==> config.mk <==
export PLATFORM = sky130hd
export DESIGN_NAME = adm_monitor
export DESIGN_NICKNAME = d
export VERILOG_FILES = /design/src/adm_pkg.sv /design/src/adm_inact_timer.sv /design/src/adm_monitor.sv /design/src/adm_tick_gen.sv
export VERILOG_INCLUDE_DIRS = /design/src /design/src/src
export SDC_FILE = /design/constraint.sdc
export NUM_CORES = 1
export LEC_CHECK = 0
export ABC_AREA = 1
export BUFFER_PORTS_ARGS = -buffer_cell sky130_fd_sc_hd__buf_2
export CAP_MARGIN = 20
export CORE_ASPECT_RATIO = 0.5
export CORE_MARGIN = 2
export CORE_UTILIZATION = 60
export DETAILED_ROUTE_END_ITERATION = 12
export GPL_TIMING_DRIVEN = 0
export PLACE_DENSITY = 0.86
export SLEW_MARGIN = 30
export SYNTH_ARGS = -nofsm -noshare
export SYNTH_HDL_FRONTEND = slang
export SYNTH_HIERARCHICAL = 1
export SYNTH_SLANG_ARGS = --single-unit
==> constraint.sdc <==
create_clock -name pclk -period 5.3 [get_ports pclk]
set_clock_uncertainty 0.05 [all_clocks]
set_input_delay 0.53 -clock pclk [delete_from_list [all_inputs] [get_ports pclk]]
set_output_delay 0.53 -clock pclk [all_outputs]
set_load 0.01 [all_outputs]
==> src/adm_defs.svh <==
// Constants of the access deactivation monitor: offsets, fields, resets, timing.
// Assumes a 100 MHz pclk and a 32-bit APB register window.
`ifndef ADM_DEFS_SVH
`define ADM_DEFS_SVH

// ==========================================================================
// Timing
`define ADM_CLK_PERIOD_NS 10
`define ADM_TICK_NS       1000000
`define ADM_TICK_CYC      (`ADM_TICK_NS / `ADM_CLK_PERIOD_NS)
`define ADM_INACT_S       10
`define ADM_INACT_TICKS   (`ADM_INACT_S * 1000)

// ==========================================================================
// Register map (byte addresses)
`define ADM_ADDR_W        12
`define ADM_CTRL_OFS      12'h000
`define ADM_STAT_OFS      12'h004
`define ADM_CNT_OFS       12'h008

// ==========================================================================
// Fields and reset values
`define ADM_CTRL_EN_BIT   0
`define ADM_CTRL_SIX_BIT  1
`define ADM_CTRL_RST      2'h3
`define ADM_STAT_TMR_BIT  3
`define ADM_CNT_W         16

`endif

==> src/adm_pkg.sv <==
// Types of the access deactivation monitor.
// Assumes the constants header is compiled alongside.
package adm_pkg;

   // =======================================================================
   // Indication carriers
   typedef struct packed {
      logic free;
      logic in_use;
      logic unit_data;
   } adm_l2_ind_s;

   typedef struct packed {
      logic act;
      logic deact;
   } adm_l1_ind_s;

   // =======================================================================
   // Monitor states
   typedef enum logic [2:0] {
      adm_st1, adm_st2, adm_st3, adm_st4, adm_st5, adm_st6
   } adm_state_e;

   typedef struct packed {
      adm_state_e  state;
      logic        deact_req;
      logic [15:0] deact_cnt;
      logic        en;
      logic        six;
      logic [31:0] prdata;
      logic        pready;
      logic        pslverr;
   } adm_mon_st_s;

endpackage

==> src/adm_inact_timer.sv <==
// Inactivity timer counting prescaler ticks; start also restarts it.
// Assumes start and stop never come together from the monitor.
`timescale 1ns/1ps
module adm_inact_timer #(
   parameter int TICK_CYC    = 100000,
   parameter int INACT_TICKS = 10000
) (
   // Clock and reset
   input  wire logic pclk,
   input  wire logic presetn,
   // Commands
   input  wire logic start,
   input  wire logic stop,
   // Status
   output logic      running,
   output logic      expire
);
   localparam int TW = $clog2(INACT_TICKS + 1);

   typedef struct packed {
      logic          running;
      logic [TW-1:0] cnt;
      logic          expire;
   } adm_tmr_st_s;

   adm_tmr_st_s st_ff;
   adm_tmr_st_s nxt_st;
   logic        tick;

   // Restart also realigns the prescaler so every run lasts the full time
   adm_tick_gen #(.TICK_CYC(TICK_CYC)) u_tick (
      .pclk    (pclk),
      .presetn (presetn),
      .clr     (start),
      .tick    (tick)
   );

   always_comb begin
      nxt_st = st_ff;
      nxt_st.expire = 1'b0;
      if (start) begin
         nxt_st.running = 1'b1;
         nxt_st.cnt = '0;
      end else if (stop) begin
         nxt_st.running = 1'b0;
         nxt_st.cnt = '0;
      end else if (st_ff.running && tick) begin
         if (st_ff.cnt == TW'(INACT_TICKS - 1)) begin
            nxt_st.running = 1'b0;
            nxt_st.cnt = '0;
            nxt_st.expire = 1'b1;
         end else begin
            nxt_st.cnt = st_ff.cnt + TW'(1);
         end
      end
   end

   always_ff @(posedge pclk or negedge presetn) begin
      if (!presetn) begin
         st_ff <= '0;
      end else begin
         st_ff <= nxt_st;
      end
   end

   assign running = st_ff.running;
   assign expire = st_ff.expire;

   expire_count_a:
   assert property (@(posedge pclk) disable iff (!presetn)
      st_ff.expire |-> $past(st_ff.running) && $past(st_ff.cnt) == TW'(INACT_TICKS - 1))
      else $error("timer expired before full count");
endmodule

==> src/adm_monitor.sv <==
// Network-side access deactivation monitor with APB register access.
// Assumes layer 1 and layer 2 indications are one-cycle pulses on pclk.
`timescale 1ns/1ps
`include "adm_defs.svh"
module adm_monitor #(
   parameter int TICK_CYC    = `ADM_TICK_CYC,
   parameter int INACT_TICKS = `ADM_INACT_TICKS
) (
   // Clock and reset
   input  wire logic                     pclk,
   input  wire logic                     presetn,
   // APB slave
   input  wire logic                     psel,
   input  wire logic                     penable,
   input  wire logic                     pwrite,
   input  wire logic [`ADM_ADDR_W-1:0]   paddr,
   input  wire logic [31:0]              pwdata,
   output logic      [31:0]              prdata,
   output logic                          pready,
   output logic                          pslverr,
   // Layer 2 activity, one pulse per establish, release or UI primitive
   input  wire adm_pkg::adm_l2_ind_s     l2_ind,
   // Layer 1 indications and request
   input  wire adm_pkg::adm_l1_ind_s     l1_ind,
   output logic                          deact_req
);
   import adm_pkg::*;

   adm_mon_st_s st_ff;
   adm_mon_st_s nxt_st;
   logic        tmr_start;
   logic        tmr_stop;
   logic        tmr_running;
   logic        tmr_expire;
   logic        wr_acc;
   logic        rd_setup;

   // =======================================================================
   // Inactivity timer
   adm_inact_timer #(
      .TICK_CYC    (TICK_CYC),
      .INACT_TICKS (INACT_TICKS)
   ) u_inactivity_timer (
      .pclk    (pclk),
      .presetn (presetn),
      .start   (tmr_start),
      .stop    (tmr_stop),
      .running (tmr_running),
      .expire  (tmr_expire)
   );

   // =======================================================================
   // Helpers
   function automatic logic [2:0] state_code(input adm_state_e s);
      logic [2:0] c;
      c = 3'h0;
      case (s)
         adm_st1: c = 3'h1;
         adm_st2: c = 3'h2;
         adm_st3: c = 3'h3;
         adm_st4: c = 3'h4;
         adm_st5: c = 3'h5;
         adm_st6: c = 3'h6;
         default: c = 3'h0;
      endcase
      return c;
   endfunction

   assign wr_acc = psel && penable && st_ff.pready && pwrite;
   assign rd_setup = psel && !penable;

   // =======================================================================
   // Next state
   always_comb begin
      nxt_st = st_ff;
      nxt_st.deact_req = 1'b0;
      tmr_start = 1'b0;
      tmr_stop = 1'b0;

      // Bus: answer is prepared in setup so access completes with no wait
      nxt_st.pready = rd_setup;
      nxt_st.pslverr = 1'b0;
      if (rd_setup) begin
         nxt_st.prdata = 32'h0;
         case (paddr)
            `ADM_CTRL_OFS: begin
               nxt_st.prdata[`ADM_CTRL_EN_BIT] = st_ff.en;
               nxt_st.prdata[`ADM_CTRL_SIX_BIT] = st_ff.six;
            end
            `ADM_STAT_OFS: begin
               nxt_st.prdata[2:0] = state_code(st_ff.state);
               nxt_st.prdata[`ADM_STAT_TMR_BIT] = tmr_running;
            end
            `ADM_CNT_OFS: begin
               nxt_st.prdata[`ADM_CNT_W-1:0] = st_ff.deact_cnt;
            end
            default: begin
               nxt_st.pslverr = 1'b1;
            end
         endcase
      end else begin
         // Idle bus reads zero so stale register contents never linger
         nxt_st.prdata = 32'h0;
      end
      if (wr_acc && paddr == `ADM_CTRL_OFS) begin
         nxt_st.en = pwdata[`ADM_CTRL_EN_BIT];
         nxt_st.six = pwdata[`ADM_CTRL_SIX_BIT];
      end

      // Monitor: in-use (states 1, 2, 5) or free (states 3, 4, 6) outranks layer 1 and timer events
      case (st_ff.state)
         adm_st1: begin
            if (l2_ind.in_use) begin
               nxt_st.state = adm_st4;
            end else if (l1_ind.act) begin
               nxt_st.state = adm_st2;
               tmr_start = 1'b1;
            end
         end
         adm_st2, adm_st5: begin
            if (l2_ind.in_use) begin
               nxt_st.state = (st_ff.state == adm_st2) ? adm_st3 : adm_st6;
               tmr_stop = 1'b1;
            end else begin
               if (st_ff.state == adm_st2 && st_ff.six && l1_ind.deact) begin
                  nxt_st.state = adm_st5;
               end
               if (st_ff.state == adm_st5 && l1_ind.act) begin
                  nxt_st.state = adm_st2;
               end
               if (l2_ind.unit_data) begin
                  tmr_start = 1'b1;
               end else if (tmr_expire) begin
                  if (st_ff.en) begin
                     nxt_st.deact_req = 1'b1;
                     nxt_st.state = adm_st1;
                     tmr_stop = 1'b1;
                  end else begin
                     tmr_start = 1'b1;
                  end
               end
            end
         end
         adm_st3: begin
            if (l2_ind.free) begin
               nxt_st.state = adm_st2;
               tmr_start = 1'b1;
            end else if (st_ff.six && l1_ind.deact) begin
               nxt_st.state = adm_st6;
            end
         end
         adm_st4: begin
            if (l2_ind.free) begin
               nxt_st.state = adm_st1;
            end else if (l1_ind.act) begin
               nxt_st.state = adm_st3;
            end
         end
         adm_st6: begin
            if (l2_ind.free) begin
               nxt_st.state = adm_st5;
               tmr_start = 1'b1;
            end else if (l1_ind.act) begin
               nxt_st.state = adm_st3;
            end
         end
         default: begin
            nxt_st.state = adm_st1;
            tmr_stop = 1'b1;
         end
      endcase

      // Counter saturates rather than wraps so software never misreads a burst
      if (nxt_st.deact_req && st_ff.deact_cnt != 16'hffff) begin
         nxt_st.deact_cnt = st_ff.deact_cnt + 16'h0001;
      end
   end

   // =======================================================================
   // State register
   always_ff @(posedge pclk or negedge presetn) begin
      if (!presetn) begin
         st_ff <= '0;
         st_ff.state <= adm_st1;
         st_ff.en <= 1'((`ADM_CTRL_RST >> `ADM_CTRL_EN_BIT) & 2'h1);
         st_ff.six <= 1'((`ADM_CTRL_RST >> `ADM_CTRL_SIX_BIT) & 2'h1);
      end else begin
         st_ff <= nxt_st;
      end
   end

   assign prdata = st_ff.prdata;
   assign pready = st_ff.pready;
   assign pslverr = st_ff.pslverr;
   assign deact_req = st_ff.deact_req;

   // =======================================================================
   // Checks
   s1_activate_a:
   assert property (@(posedge pclk) disable iff (!presetn)
      st_ff.state == adm_st1 && l1_ind.act && !l2_ind.in_use
      |=> st_ff.state == adm_st2 && tmr_running)
      else $error("activation in state 1 did not start timer in state 2");

   s3_free_a:
   assert property (@(posedge pclk) disable iff (!presetn)
      st_ff.state == adm_st3 && l2_ind.free && !l2_ind.in_use
      |=> st_ff.state == adm_st2 && tmr_running)
      else $error("free in state 3 did not reach state 2");

   s6_free_a:
   assert property (@(posedge pclk) disable iff (!presetn)
      st_ff.state == adm_st6 && l2_ind.free && !l2_ind.in_use
      |=> st_ff.state == adm_st5 && tmr_running)
      else $error("free in state 6 did not reach state 5");

   expiry_deact_a:
   assert property (@(posedge pclk) disable iff (!presetn)
      st_ff.state inside {adm_st2, adm_st5} && tmr_expire && st_ff.en
      && !l2_ind.in_use && !l2_ind.unit_data
      |=> deact_req && st_ff.state == adm_st1 ##1 !deact_req)
      else $error("enabled expiry did not issue a single deactivate request");

   expiry_restart_a:
   assert property (@(posedge pclk) disable iff (!presetn)
      st_ff.state inside {adm_st2, adm_st5} && tmr_expire && !st_ff.en
      && !l2_ind.in_use
      |=> !deact_req && tmr_running && st_ff.state != adm_st1)
      else $error("disabled expiry did not restart the timer");

   unit_restart_a:
   assert property (@(posedge pclk) disable iff (!presetn)
      st_ff.state inside {adm_st2, adm_st5} && l2_ind.unit_data && !l2_ind.in_use
      |=> tmr_running && !deact_req)
      else $error("unit data did not restart the timer");

   in_use_stop_a:
   assert property (@(posedge pclk) disable iff (!presetn)
      st_ff.state == adm_st2 && l2_ind.in_use
      |=> st_ff.state == adm_st3 && !tmr_running)
      else $error("in-use in state 2 did not stop the timer");

   deact_ind_a:
   assert property (@(posedge pclk) disable iff (!presetn)
      st_ff.state == adm_st2 && st_ff.six && l1_ind.deact && tmr_running
      && !l2_ind.in_use && !tmr_expire && !l2_ind.unit_data
      |=> st_ff.state == adm_st5 && (tmr_running || tmr_expire))
      else $error("deactivate indication did not move state 2 to 5");

   early_in_use_a:
   assert property (@(posedge pclk) disable iff (!presetn)
      st_ff.state == adm_st1 && l2_ind.in_use |=> st_ff.state == adm_st4)
      else $error("early in-use did not reach state 4");

   four_state_a:
   assert property (@(posedge pclk) disable iff (!presetn)
      !st_ff.six && st_ff.state inside {adm_st1, adm_st2, adm_st3, adm_st4}
      |=> st_ff.state inside {adm_st1, adm_st2, adm_st3, adm_st4})
      else $error("four-state variant entered an interrupted state");

   apb_ready_a:
   assert property (@(posedge pclk) disable iff (!presetn)
      psel && !penable |=> pready ##1 !pready)
      else $error("APB access phase not answered in one cycle");

   s5_in_use_a:
   assert property (@(posedge pclk) disable iff (!presetn)
      st_ff.state == adm_st5 && l2_ind.in_use
      |=> st_ff.state == adm_st6 && !tmr_running)
      else $error("in-use in state 5 did not stop the timer");

   s3_deact_a:
   assert property (@(posedge pclk) disable iff (!presetn)
      st_ff.state == adm_st3 && st_ff.six && l1_ind.deact && !l2_ind.free
      |=> st_ff.state == adm_st6)
      else $error("deactivate indication did not move state 3 to 6");

   four_deact_a:
   assert property (@(posedge pclk) disable iff (!presetn)
      !st_ff.six && st_ff.state == adm_st2 && l1_ind.deact
      && !l2_ind.in_use && !tmr_expire
      |=> st_ff.state == adm_st2)
      else $error("four-state variant acted on a deactivate indication");

   s4_activate_a:
   assert property (@(posedge pclk) disable iff (!presetn)
      st_ff.state == adm_st4 && l1_ind.act && !l2_ind.free
      |=> st_ff.state == adm_st3 && !tmr_running)
      else $error("activation in state 4 did not reach state 3");

   deact_count_a:
   assert property (@(posedge pclk) disable iff (!presetn)
      deact_req && $past(st_ff.deact_cnt) != 16'hffff
      |-> st_ff.deact_cnt == $past(st_ff.deact_cnt) + 16'h0001)
      else $error("deactivate count did not follow the request");

   ctrl_write_a:
   assert property (@(posedge pclk) disable iff (!presetn)
      psel && penable && pready && pwrite && paddr == `ADM_CTRL_OFS
      |=> st_ff.en == $past(pwdata[`ADM_CTRL_EN_BIT])
      && st_ff.six == $past(pwdata[`ADM_CTRL_SIX_BIT]))
      else $error("control write did not take effect");

   apb_unmapped_a:
   assert property (@(posedge pclk) disable iff (!presetn)
      psel && !penable && !(paddr inside {`ADM_CTRL_OFS, `ADM_STAT_OFS, `ADM_CNT_OFS})
      |=> pslverr && prdata == 32'h0)
      else $error("unmapped address was not refused");

   deact_cover_c:
   cover property (@(posedge pclk) disable iff (!presetn)
      st_ff.state == adm_st2 ##[1:1000] deact_req);

   interrupted_cover_c:
   cover property (@(posedge pclk) disable iff (!presetn)
      st_ff.state == adm_st6 ##[1:100] st_ff.state == adm_st5);

   restart_cover_c:
   cover property (@(posedge pclk) disable iff (!presetn)
      st_ff.state == adm_st2 && tmr_expire && !st_ff.en);

   four_state_cover_c:
   cover property (@(posedge pclk) disable iff (!presetn)
      !st_ff.six && st_ff.state == adm_st2 && l1_ind.deact);

   unit_data_cover_c:
   cover property (@(posedge pclk) disable iff (!presetn)
      st_ff.state inside {adm_st2, adm_st5} && l2_ind.unit_data);
endmodule

==> src/adm_tick_gen.sv <==
// Prescaler producing one pulse every TICK_CYC clock cycles.
// Assumes clr comes from logic on pclk; clr restarts the period.
`timescale 1ns/1ps
module adm_tick_gen #(
   parameter int TICK_CYC = 100000
) (
   // Clock and reset
   input  wire logic pclk,
   input  wire logic presetn,
   // Control
   input  wire logic clr,
   output logic      tick
);
   localparam int CW = $clog2(TICK_CYC + 1);

   typedef struct packed {
      logic [CW-1:0] cnt;
      logic          tick;
   } adm_tick_st_s;

   adm_tick_st_s st_ff;
   adm_tick_st_s nxt_st;

   always_comb begin
      nxt_st = st_ff;
      nxt_st.tick = 1'b0;
      if (clr) begin
         nxt_st.cnt = '0;
      end else if (st_ff.cnt == CW'(TICK_CYC - 1)) begin
         nxt_st.cnt = '0;
         nxt_st.tick = 1'b1;
      end else begin
         nxt_st.cnt = st_ff.cnt + CW'(1);
      end
   end

   always_ff @(posedge pclk or negedge presetn) begin
      if (!presetn) begin
         st_ff <= '0;
      end else begin
         st_ff <= nxt_st;
      end
   end

   assign tick = st_ff.tick;

   tick_period_a:
   assert property (@(posedge pclk) disable iff (!presetn)
      st_ff.tick |-> $past(st_ff.cnt) == CW'(TICK_CYC - 1))
      else $error("prescaler tick off period");
endmodule
## Word-level counts from Yosys, hierarchy flattened

Index checks and enable logic that the tools add are counted.

- Flip-flop bits (word level): 90
- Input port bits: 54
- Word-level logic and storage cells: 99

- Equality and inequality tests: 12
- Muxes and demuxes: 49
- Reductions and logical operators: 22
- $add $sub $neg: 3

Operators by type and width:

| operator | number |
|---|---|
| $mux 17 | 2 |
| $mux 3 | 11 |
| $mux 16 | 2 |
| $mux 15 | 2 |
| $mux 1 | 21 |
| $pmux 3 s6 | 1 |
| $add 17x1->17 const B | 1 |
| $eq 17x17->1 const B | 1 |
| $add 16x1->16 const B | 1 |
| $ne 16x16->1 const B | 1 |
| $pmux 3 s5 | 1 |
| $add 14x1->14 const B | 1 |
| $eq 14x14->1 const B | 1 |
| $mux 14 | 1 |
| $eq 12x3->1 const B | 1 |
| $eq 12x4->1 const B | 1 |
| $logic_not 12->1 | 1 |
| $mux 12 | 1 |
| $mux 4 | 3 |
| $logic_and 1x1->1 | 11 |
| $eq 3x2->1 const B | 2 |
| $eq 3x3->1 const B | 2 |
| $ne 3x3->1 const B | 2 |
| $pmux 2 s3 | 1 |
| other kinds (11) | 14 |

## Logic depth before layout (Yosys ltp)

Gate-level depths: netlist of run 1.

- Word-level depth: 11
- Depth in mapped cells: 13

## By module

The synthesis of run 1 kept the hierarchy.

Modules (own cells, without submodules):

| module | cells an instance | area each (sq um) | instances | sequential area each (sq um) |
|---|---|---|---|---|
| adm_monitor | 304 | 2417.3 | 1 | 1003.5 |
| adm_tick_gen | 144 | 1047.3 | 1 | 450.4 |
| adm_inact_timer | 126 | 943.4 | 1 | 400.4 |

## Worst setup path after synthesis of run 1

No wires, ideal clock.

- Path kind: reg2reg
- Start: register st_ff[54] in the netlist's numbering
- End: register u_inactivity_timer/st_ff[1] in the netlist's numbering
- Setup time: 128 ps
- Arrival: 1633 ps
- Required time: 5122 ps
- Slack: 3489 ps
- Stages on the path, launching flop included: 11
- Cell sequence: dfrtp_1 nor2_4 nand2_2 nand2_4 a22oi_1 o21ai_0 nor2_1 nand2_1 clkinv_1 nand2_1 o21ai_0

- Elaborated cells between the ends (all ways): 14

RTL lines:

| item | line | source |
|---|---|---|
| from (decl) | adm_monitor.sv:29 | `adm_mon_st_s st_ff;` |
| from (signal assigned) | adm_monitor.sv:188 | `st_ff <= nxt_st;` |
| $eq 3x3->1, or another cell as far along | adm_monitor.sv:111 | `case (st_ff.state)` |
| $reduce_or 2->1 (on tied branches) | -- |  |
| $pmux 1 s3 (*) | adm_monitor.sv:111 |  |
| net tmr_start | adm_monitor.sv:31 | `logic tmr_start;` |
| $reduce_bool 3->1 (no line) or $mux 15 (tied branches) | -- |  |
| to (signal assigned) | adm_inact_timer.sv:62 | `st_ff <= nxt_st;` |
| to (decl) | adm_inact_timer.sv:26 | `adm_tmr_st_s st_ff;` |

Mark *: on every way through the listed nets, which the timed path passes. The rest lies on a longest branch.
A chain may end at the register's enable or synchronous reset.

## Worst setup path after layout of run 1

- Start: register st_ff[55] in the netlist's numbering
- End: register u_inactivity_timer/st_ff[1] in the netlist's numbering

Same word-level chain as after synthesis.

==> impl_results.md, run 1 <==
* Asr flop ratio synth at 100.0%
* Max Slew Vio Count at 0
* Vias in the first global route at 3621
* Drt wl/cell at 11.84 µm
* Clock slew at reported path FFs at 60 ps
* Hold WC Path Type: input pin to asynchronous set/reset pin
* ANT nets after route at 0
* Critical Path AT at 2410 ps
* P&R area growth vs syn at 16.95%
* Pwr/cell area at 316.7 nW/µm²
* Internal power at 1152 µW
* H-Tree Depth at 3
* Synth Cell Area at 4408 µm²
* Clock sink count at 74
* RR Endpoint: u_inactivity_timer/st_ff[1]
* Detailed-route vias per instance at 5.047
* Finish-stage setup viols at 0
* Sw Share at 29.46%
* Fill count at 559
* Reg2reg setup slack at 3050 ps
* CTS root buffer: clkbuf_16
* Final WL at 8794 µm
* CTS Hold Bufs at 0
* Total CTS buffers at 9
* Mapped Cells at 574
* Number of synthesized flops with an enable pin at 0
* Register area share after synthesis at 42.07%
* Most frequent cells in the layout: nand2_1 (145), nor2_1 (73), dfrtp_1 (72)
* GRT Total Usage at 23.87%
* Worst setup path class: flop to flop
* CTS resizes at 0
* Crit share post-route at 42.54%
* Global route overflow at 0
* Combinational share of power at 18.1%
* Outcome: finished clean
* Worst slew pin tran at 536.3 ps
* Synth unique cells at 43
* Setup Fix Bufs, Post-CTS at 0
* Crit path required time at 5460 ps
* Relative slew slack at 64.25%
* CP Capture Type: flop
* Commonest non-fill, non-tap cell in the layout: nand2_1
* Max Cap Viol at 0
* Yosys reg bits at 74
* Clock Path Buffers at 2
* DR iter-0 viols at 348
* Synthesis Warnings at 6
* Core ar. at 7212 µm²
* Number of vias in the routed layout at 3750
* Unrepaired setup endpoints after global routing: no
* Antenna Cells at 0
* Share of layout cells above drive strength 1 at 22.72%
* Floorplan row count at 22
* Nets at 699
* Setup TNS after final layout at 0 ps
* RePlAce Congestion at 0.8731
* I/O pin cnt at 89
* Initial core utilization at 61.12%
* Sequential fraction of design power at 39.0%
* Critical R2R Launch: st_ff[55]
* Worst vdd ir at 0.0001941 V
* Die area at 8090 µm²
* R2R depth at 10
* Area of the multi-input gates at 2047 µm²
* Hpwl dp at 6460 µm
* Ys flop type: dfrtp_1
* Syn avg cell area at 7.679 µm²
* Clock latency on the worst-skew pair at 330 ps
* Crit Path Max Fanout at 9
* Die Y at 64.61 µm
* Placed Instance Area at 4812 µm²
* CTS tree: built
* First-pass GRT wire length at 15660 µm
* Post-layout min period at 2255 ps
* Psw at 480.9 µW
* Port Buffers at 41
* Pleak at 0.002583 µW
* Largest net degree at the start of global routing at 43
* Clock power frac at 42.8%
* Die W at 125.2 µm
* DRC viols at 0
* Startpoint types: flop
* Sequential cell area at 1854 µm²
* Final Hold Vio Count at 0
* Detailed-router iteration count before antenna repair at 7
* Initial antenna violation count at 0
* Maximum clock frequency at 443.5 MHz
* Fin area at 5155 µm²
[power by group through the flow]
stage	registers (µW)	clock network [µW]	logic, µW
2_1_floorplan	638	0	216
3_3_place_gp	646	0	282
3_5_place_dp	647	0	291
4_1_cts	637	707	296
5_1_grt	643	739	332
6_report	637	699	296
[worst max path at each step]
stage / startpoint / to / slack, ps
global route: st_ff[55] / u_inactivity_timer/st_ff[1] / 2770
detailed placement: st_ff[54] / u_inactivity_timer/st_ff[1] / 3110
floorplan: st_ff[54] / u_inactivity_timer/st_ff[1] / 3490
finish: st_ff[55] / u_inactivity_timer/st_ff[1] / 3050
CTS: st_ff[54] / u_inactivity_timer/st_ff[1] / 3030
global placement: st_ff[54] / u_inactivity_timer/st_ff[1] / 3160
[through the flow]
step                      utilization (%)  hold WS, ps  cells  setup WS, ps  total power [µW]
after floorplan                         -        184.4    589          3489             854.7
after global placement              66.41        412.6    726          3163             928.0
after detailed placement            66.72        417.9    727          3106             938.1
after CTS                           71.48        92.25    743          3032              1639
after global routing                71.48        108.3    743          2770              1714
final                               71.48        84.30    743          3045              1633
[metal layers]
layer	track usage (%)	vias up	part of all wire [%]	wire, µm
li1	-	1917	-	-
met1	29.18	1741	45	3991
met2	42.46	81	49	4333
met3	6.193	11	4.3	374
met4	6.944	0	1.1	95
met5	0	-	0	0
[critical path: stages (launching register included)]
cell	delay (ps)
dfrtp_1	470
nor2_1	190
nand2_1	100
inv_1	90
a22oi_1	80
o21ai_0	300
nor2_1	140
nand2_1	210
clkinv_1	290
nand2_1	130
o21ai_0	80
[Yosys cell counts (2+ instances only)]
cell type    n  area, µm²
nor2_2       7      43.79
dfstp_2      2      52.55
nor3_2       3      30.03
dfrtp_1     72       1802
ha_1         3      37.54
nand2_1    145      544.3
inv_1       59      221.5
a21oi_1      8      40.04
o21ai_0     10      50.05
nand3_2      4      40.04
nor2_1      73      274.0
clkbuf_1     2      7.510
o21ai_2      6      52.55
o21ai_1      9      45.04
buf_4       32      240.2
nand4_1      8      50.05
nor2_4       5      56.30
nand3b_2     2      22.52
o22ai_1      5      31.28
nand3_1     39      195.2
nand2_4      6      67.56
xor2_1      16      140.1
xnor2_1      3      26.28
nor3_1      22      110.1
nand2_2      8      50.05
o21bai_1     2      15.01
inv_2        7      26.28
[kinds of logic after synthesis]
| family | after synthesis | share of synthesized area [%] |
|---|---|---|
| flops | 74 | 42.07 |
| buf+inv | 108 | 12.77 |
| other cells | 1 | 0.08507 |
| simple gates | 326 | 34.60 |
| compound gates | 43 | 5.847 |
| xor+xnor | 19 | 3.775 |
| fa+ha+maj | 3 | 0.8516 |
[cell type report]
type / instances / area share [%]
plain buffers: 38 / 5.583
clock inverters: 6 / 2.209
flip-flops and latches: 74 / 35.97
well taps: 96 / 2.330
clock buffers: 10 / 4.442
inverters: 70 / 5.340
multi-input cells: 407 / 39.71
repair buffers: 42 / 4.417
[sequential cells by signal (all words and copies together), names as in the netlist]
name                             flops
prdata                              16
st_ff                               21
deact_req                            1
pready                               1
u_inactivity_timer/u_tick/st_ff     17
u_inactivity_timer/expire            1
u_inactivity_timer/running           1
u_inactivity_timer/u_tick/tick       1
pslverr                              1
u_inactivity_timer/st_ff            14
Note: power is estimated with default switching activity, not from simulation.
==> inputs of run 2 (changes only) <==
CORE_UTILIZATION = 56   (was 60)
PLACE_DENSITY = 0.81   (was 0.86)
clock period = 2.3 ns   (was 5.3 ns; I/O delays follow)
==> run 2 against run 1 <==
Against the previous run:
- critical path depth is the same
- die area grew 6.8%
- register-to-register slack lost 2700 ps
- first-iteration DRC count shrank 30%
- fmax grew 13%
- non-clock buffer count grew 1
- critical path type unchanged
- highest routed layer unchanged
==> impl_results.md, run 2 (synthesis results as in run 1) <==
* Share of layout cells above drive strength 1 at 23.42%
* Core ar. at 7487 µm²
* Met1 Use GR at 28.37%
* Fin area at 5186 µm²
* Core Util, Final at 69.27%
* Die area at 8640 µm²
* Die Y at 66.74 µm
* Total CTS buffers at 9
* CP Capture Type: flop
* Largest net degree at the start of global routing at 52
* Worst setup path class: flop to flop
* Startpoint types: flop
* Finish-stage setup viols at 0
* CP cell instances: nor2_1, nand2_1, inv_1, a22oi_1, o21ai_1, nor2_1, nand2_2, clkinvlp_4, nand2_1, o21ai_0
* Global route overflow at 0
* Max Slew Vio Count at 0
* Psw at 1115 µW
* Internal power at 2585 µW
* Sw Share at 30.14%
* Sequential fraction of design power at 39.7%
* RePlAce Congestion at 0.8750
* Crit-path max cell delay at 460 ps
* Largest register FFs at 21
* Outcome: finished clean
* Vias in the first global route at 3567
* Pleak at 0.002592 µW
* Die W at 129.5 µm
* Clock slew at reported path FFs at 60 ps
* Commonest non-fill, non-tap cell in the layout: nand2_1
* Worst vdd ir at 0.0004418 V
* Hold WC Path Type: input pin to flop
* Final WL at 8953 µm
* Detailed-route vias per instance at 4.980
* Max Cap Viol at 0
* Clock power frac at 41.3%
* Clock latency on the worst-skew pair at 340 ps
* Relative slew slack at 66.43%
* Tot Pwr at 3700 µW
* Critical Path AT at 2150 ps
* Combinational share of power at 19.0%
* Crit path required time at 2460 ps
* Initial antenna violation count at 0
* P&R area growth vs syn at 17.66%
* Unrepaired setup endpoints after global routing: no
* Clock sink count at 74
* I/O pin cnt at 89
* First-pass GRT wire length at 15600 µm
* Met2 Use GR at 40.13%
* CTS tree: built
* DRC viols at 0
* Number of vias in the routed layout at 3770
* Floorplan row count at 22
* Antenna Cells at 0
* Final Hold Vio Count at 0
* GRT Total Usage at 23.20%
* Placed Instance Area at 4835 µm²
* ANT nets after route at 0
* Crit share post-route at 86.80%
* GR peak layer: met2
* Worst slew pin tran at 503.6 ps
* Grt met3 use at 6.586%
* CTS root buffer: clkbuf_16
* H-Tree Depth at 3
* Setup TNS after final layout at 0 ps
* Detailed-router iteration count before antenna repair at 8
* Most frequent cells in the layout: nand2_1 (144), nor2_1 (73), dfrtp_1 (72)
* Post-layout min period at 1996 ps
* Fill count at 605
* Drt wl/cell at 11.83 µm
* Top reg by flops: st_ff
* Port Buffers at 41
* Buf+Inv Stages, Crit Path at 2
* Slowest-stage cell, CP: dfrtp_1
* Nets at 701
* DR iter-0 viols at 244
* Setup Fix Bufs, Post-CTS at 0
* Crit Path Max Fanout at 7
* Pwr/cell area at 713.4 nW/µm²
* Initial core utilization at 58.87%
* Clock Path Buffers at 2
* Top delay family on crit path: simple AND/OR/NAND/NOR gates
* Hpwl dp at 6414 µm
* Maximum clock frequency at 500.9 MHz
## run 2: metrics by stage
step	std cells	setup WS (ps)	hold slack, ps
after floorplan	589	489.1	-115.6
after global placement	738	56.55	376.0
after detailed placement	739	54.51	111.1
after CTS	756	49.32	29.73
after global routing	757	119.2	44.11
final	757	303.6	38.03
## run 2: per-layer routing
layer	part of all wire, %	vias to the layer above	wire length (µm)
li1	-	1912	-
met1	46	1750	4132
met2	48	99	4288
met3	4.8	9	429
met4	1.1	0	102
met5	0	-	0
## run 2: repair_timing
| item | 4_1_cts | 5_1_grt |
|---|---|---|
| hold buffers | 1 | 0 |
| endpoints found under the hold margin | 23 | 0 |
| endpoints found under the setup margin | 0 | 19 |
| gates resized for setup | 0 | 5 |
## run 2: area by class of cell
cell class / count / area [µm²] / area share, %
multi-input combinational: 407 / 2049 / 39.52
buffer: 38 / 289.0 / 5.573
timing repair buffer: 43 / 245.2 / 4.729
clock inverter: 6 / 90.09 / 1.737
clock buffer: 10 / 239.0 / 4.608
timing repair inverter: 1 / 5.005 / 0.09650
tap: 108 / 135.1 / 2.606
inverter: 70 / 279.0 / 5.380
sequential: 74 / 1854 / 35.75
## run 2: worst paths after layout
kind / from / to / slack, ps / cells past startpoint
max: st_ff[55] / u_inactivity_timer/st_ff[1] / 300 / 10
min: penable / pready / 40 / 2
max reg2reg: st_ff[55] / u_inactivity_timer/st_ff[1] / 300 / 10
min reg2reg: st_ff[34] / st_ff[34] / 430 / 2
max in group asynchronous: presetn / st_ff[35] / 1320 / 3
min in group asynchronous: presetn / u_inactivity_timer/st_ff[11] / 290 / 2
## run 2: worst register-to-register path, delay by kind of cell (launching register included)
family / cells / cell delay, ps
AO/OA/AOI/OAI: 3 / 360
buffers and inverters: 2 / 280
flip-flops: 1 / 460
AND/OR/NAND/NOR: 5 / 710
## run 2: power groups by stage
stage               Combinational, µW  Clock, µW  Sequential [µW]
floorplan                         499          0             1470
global placement                  651          0             1490
detailed placement                674          0             1490
CTS                               677       1550             1470
global route                      795       1590             1480
finish                            704       1530             1470
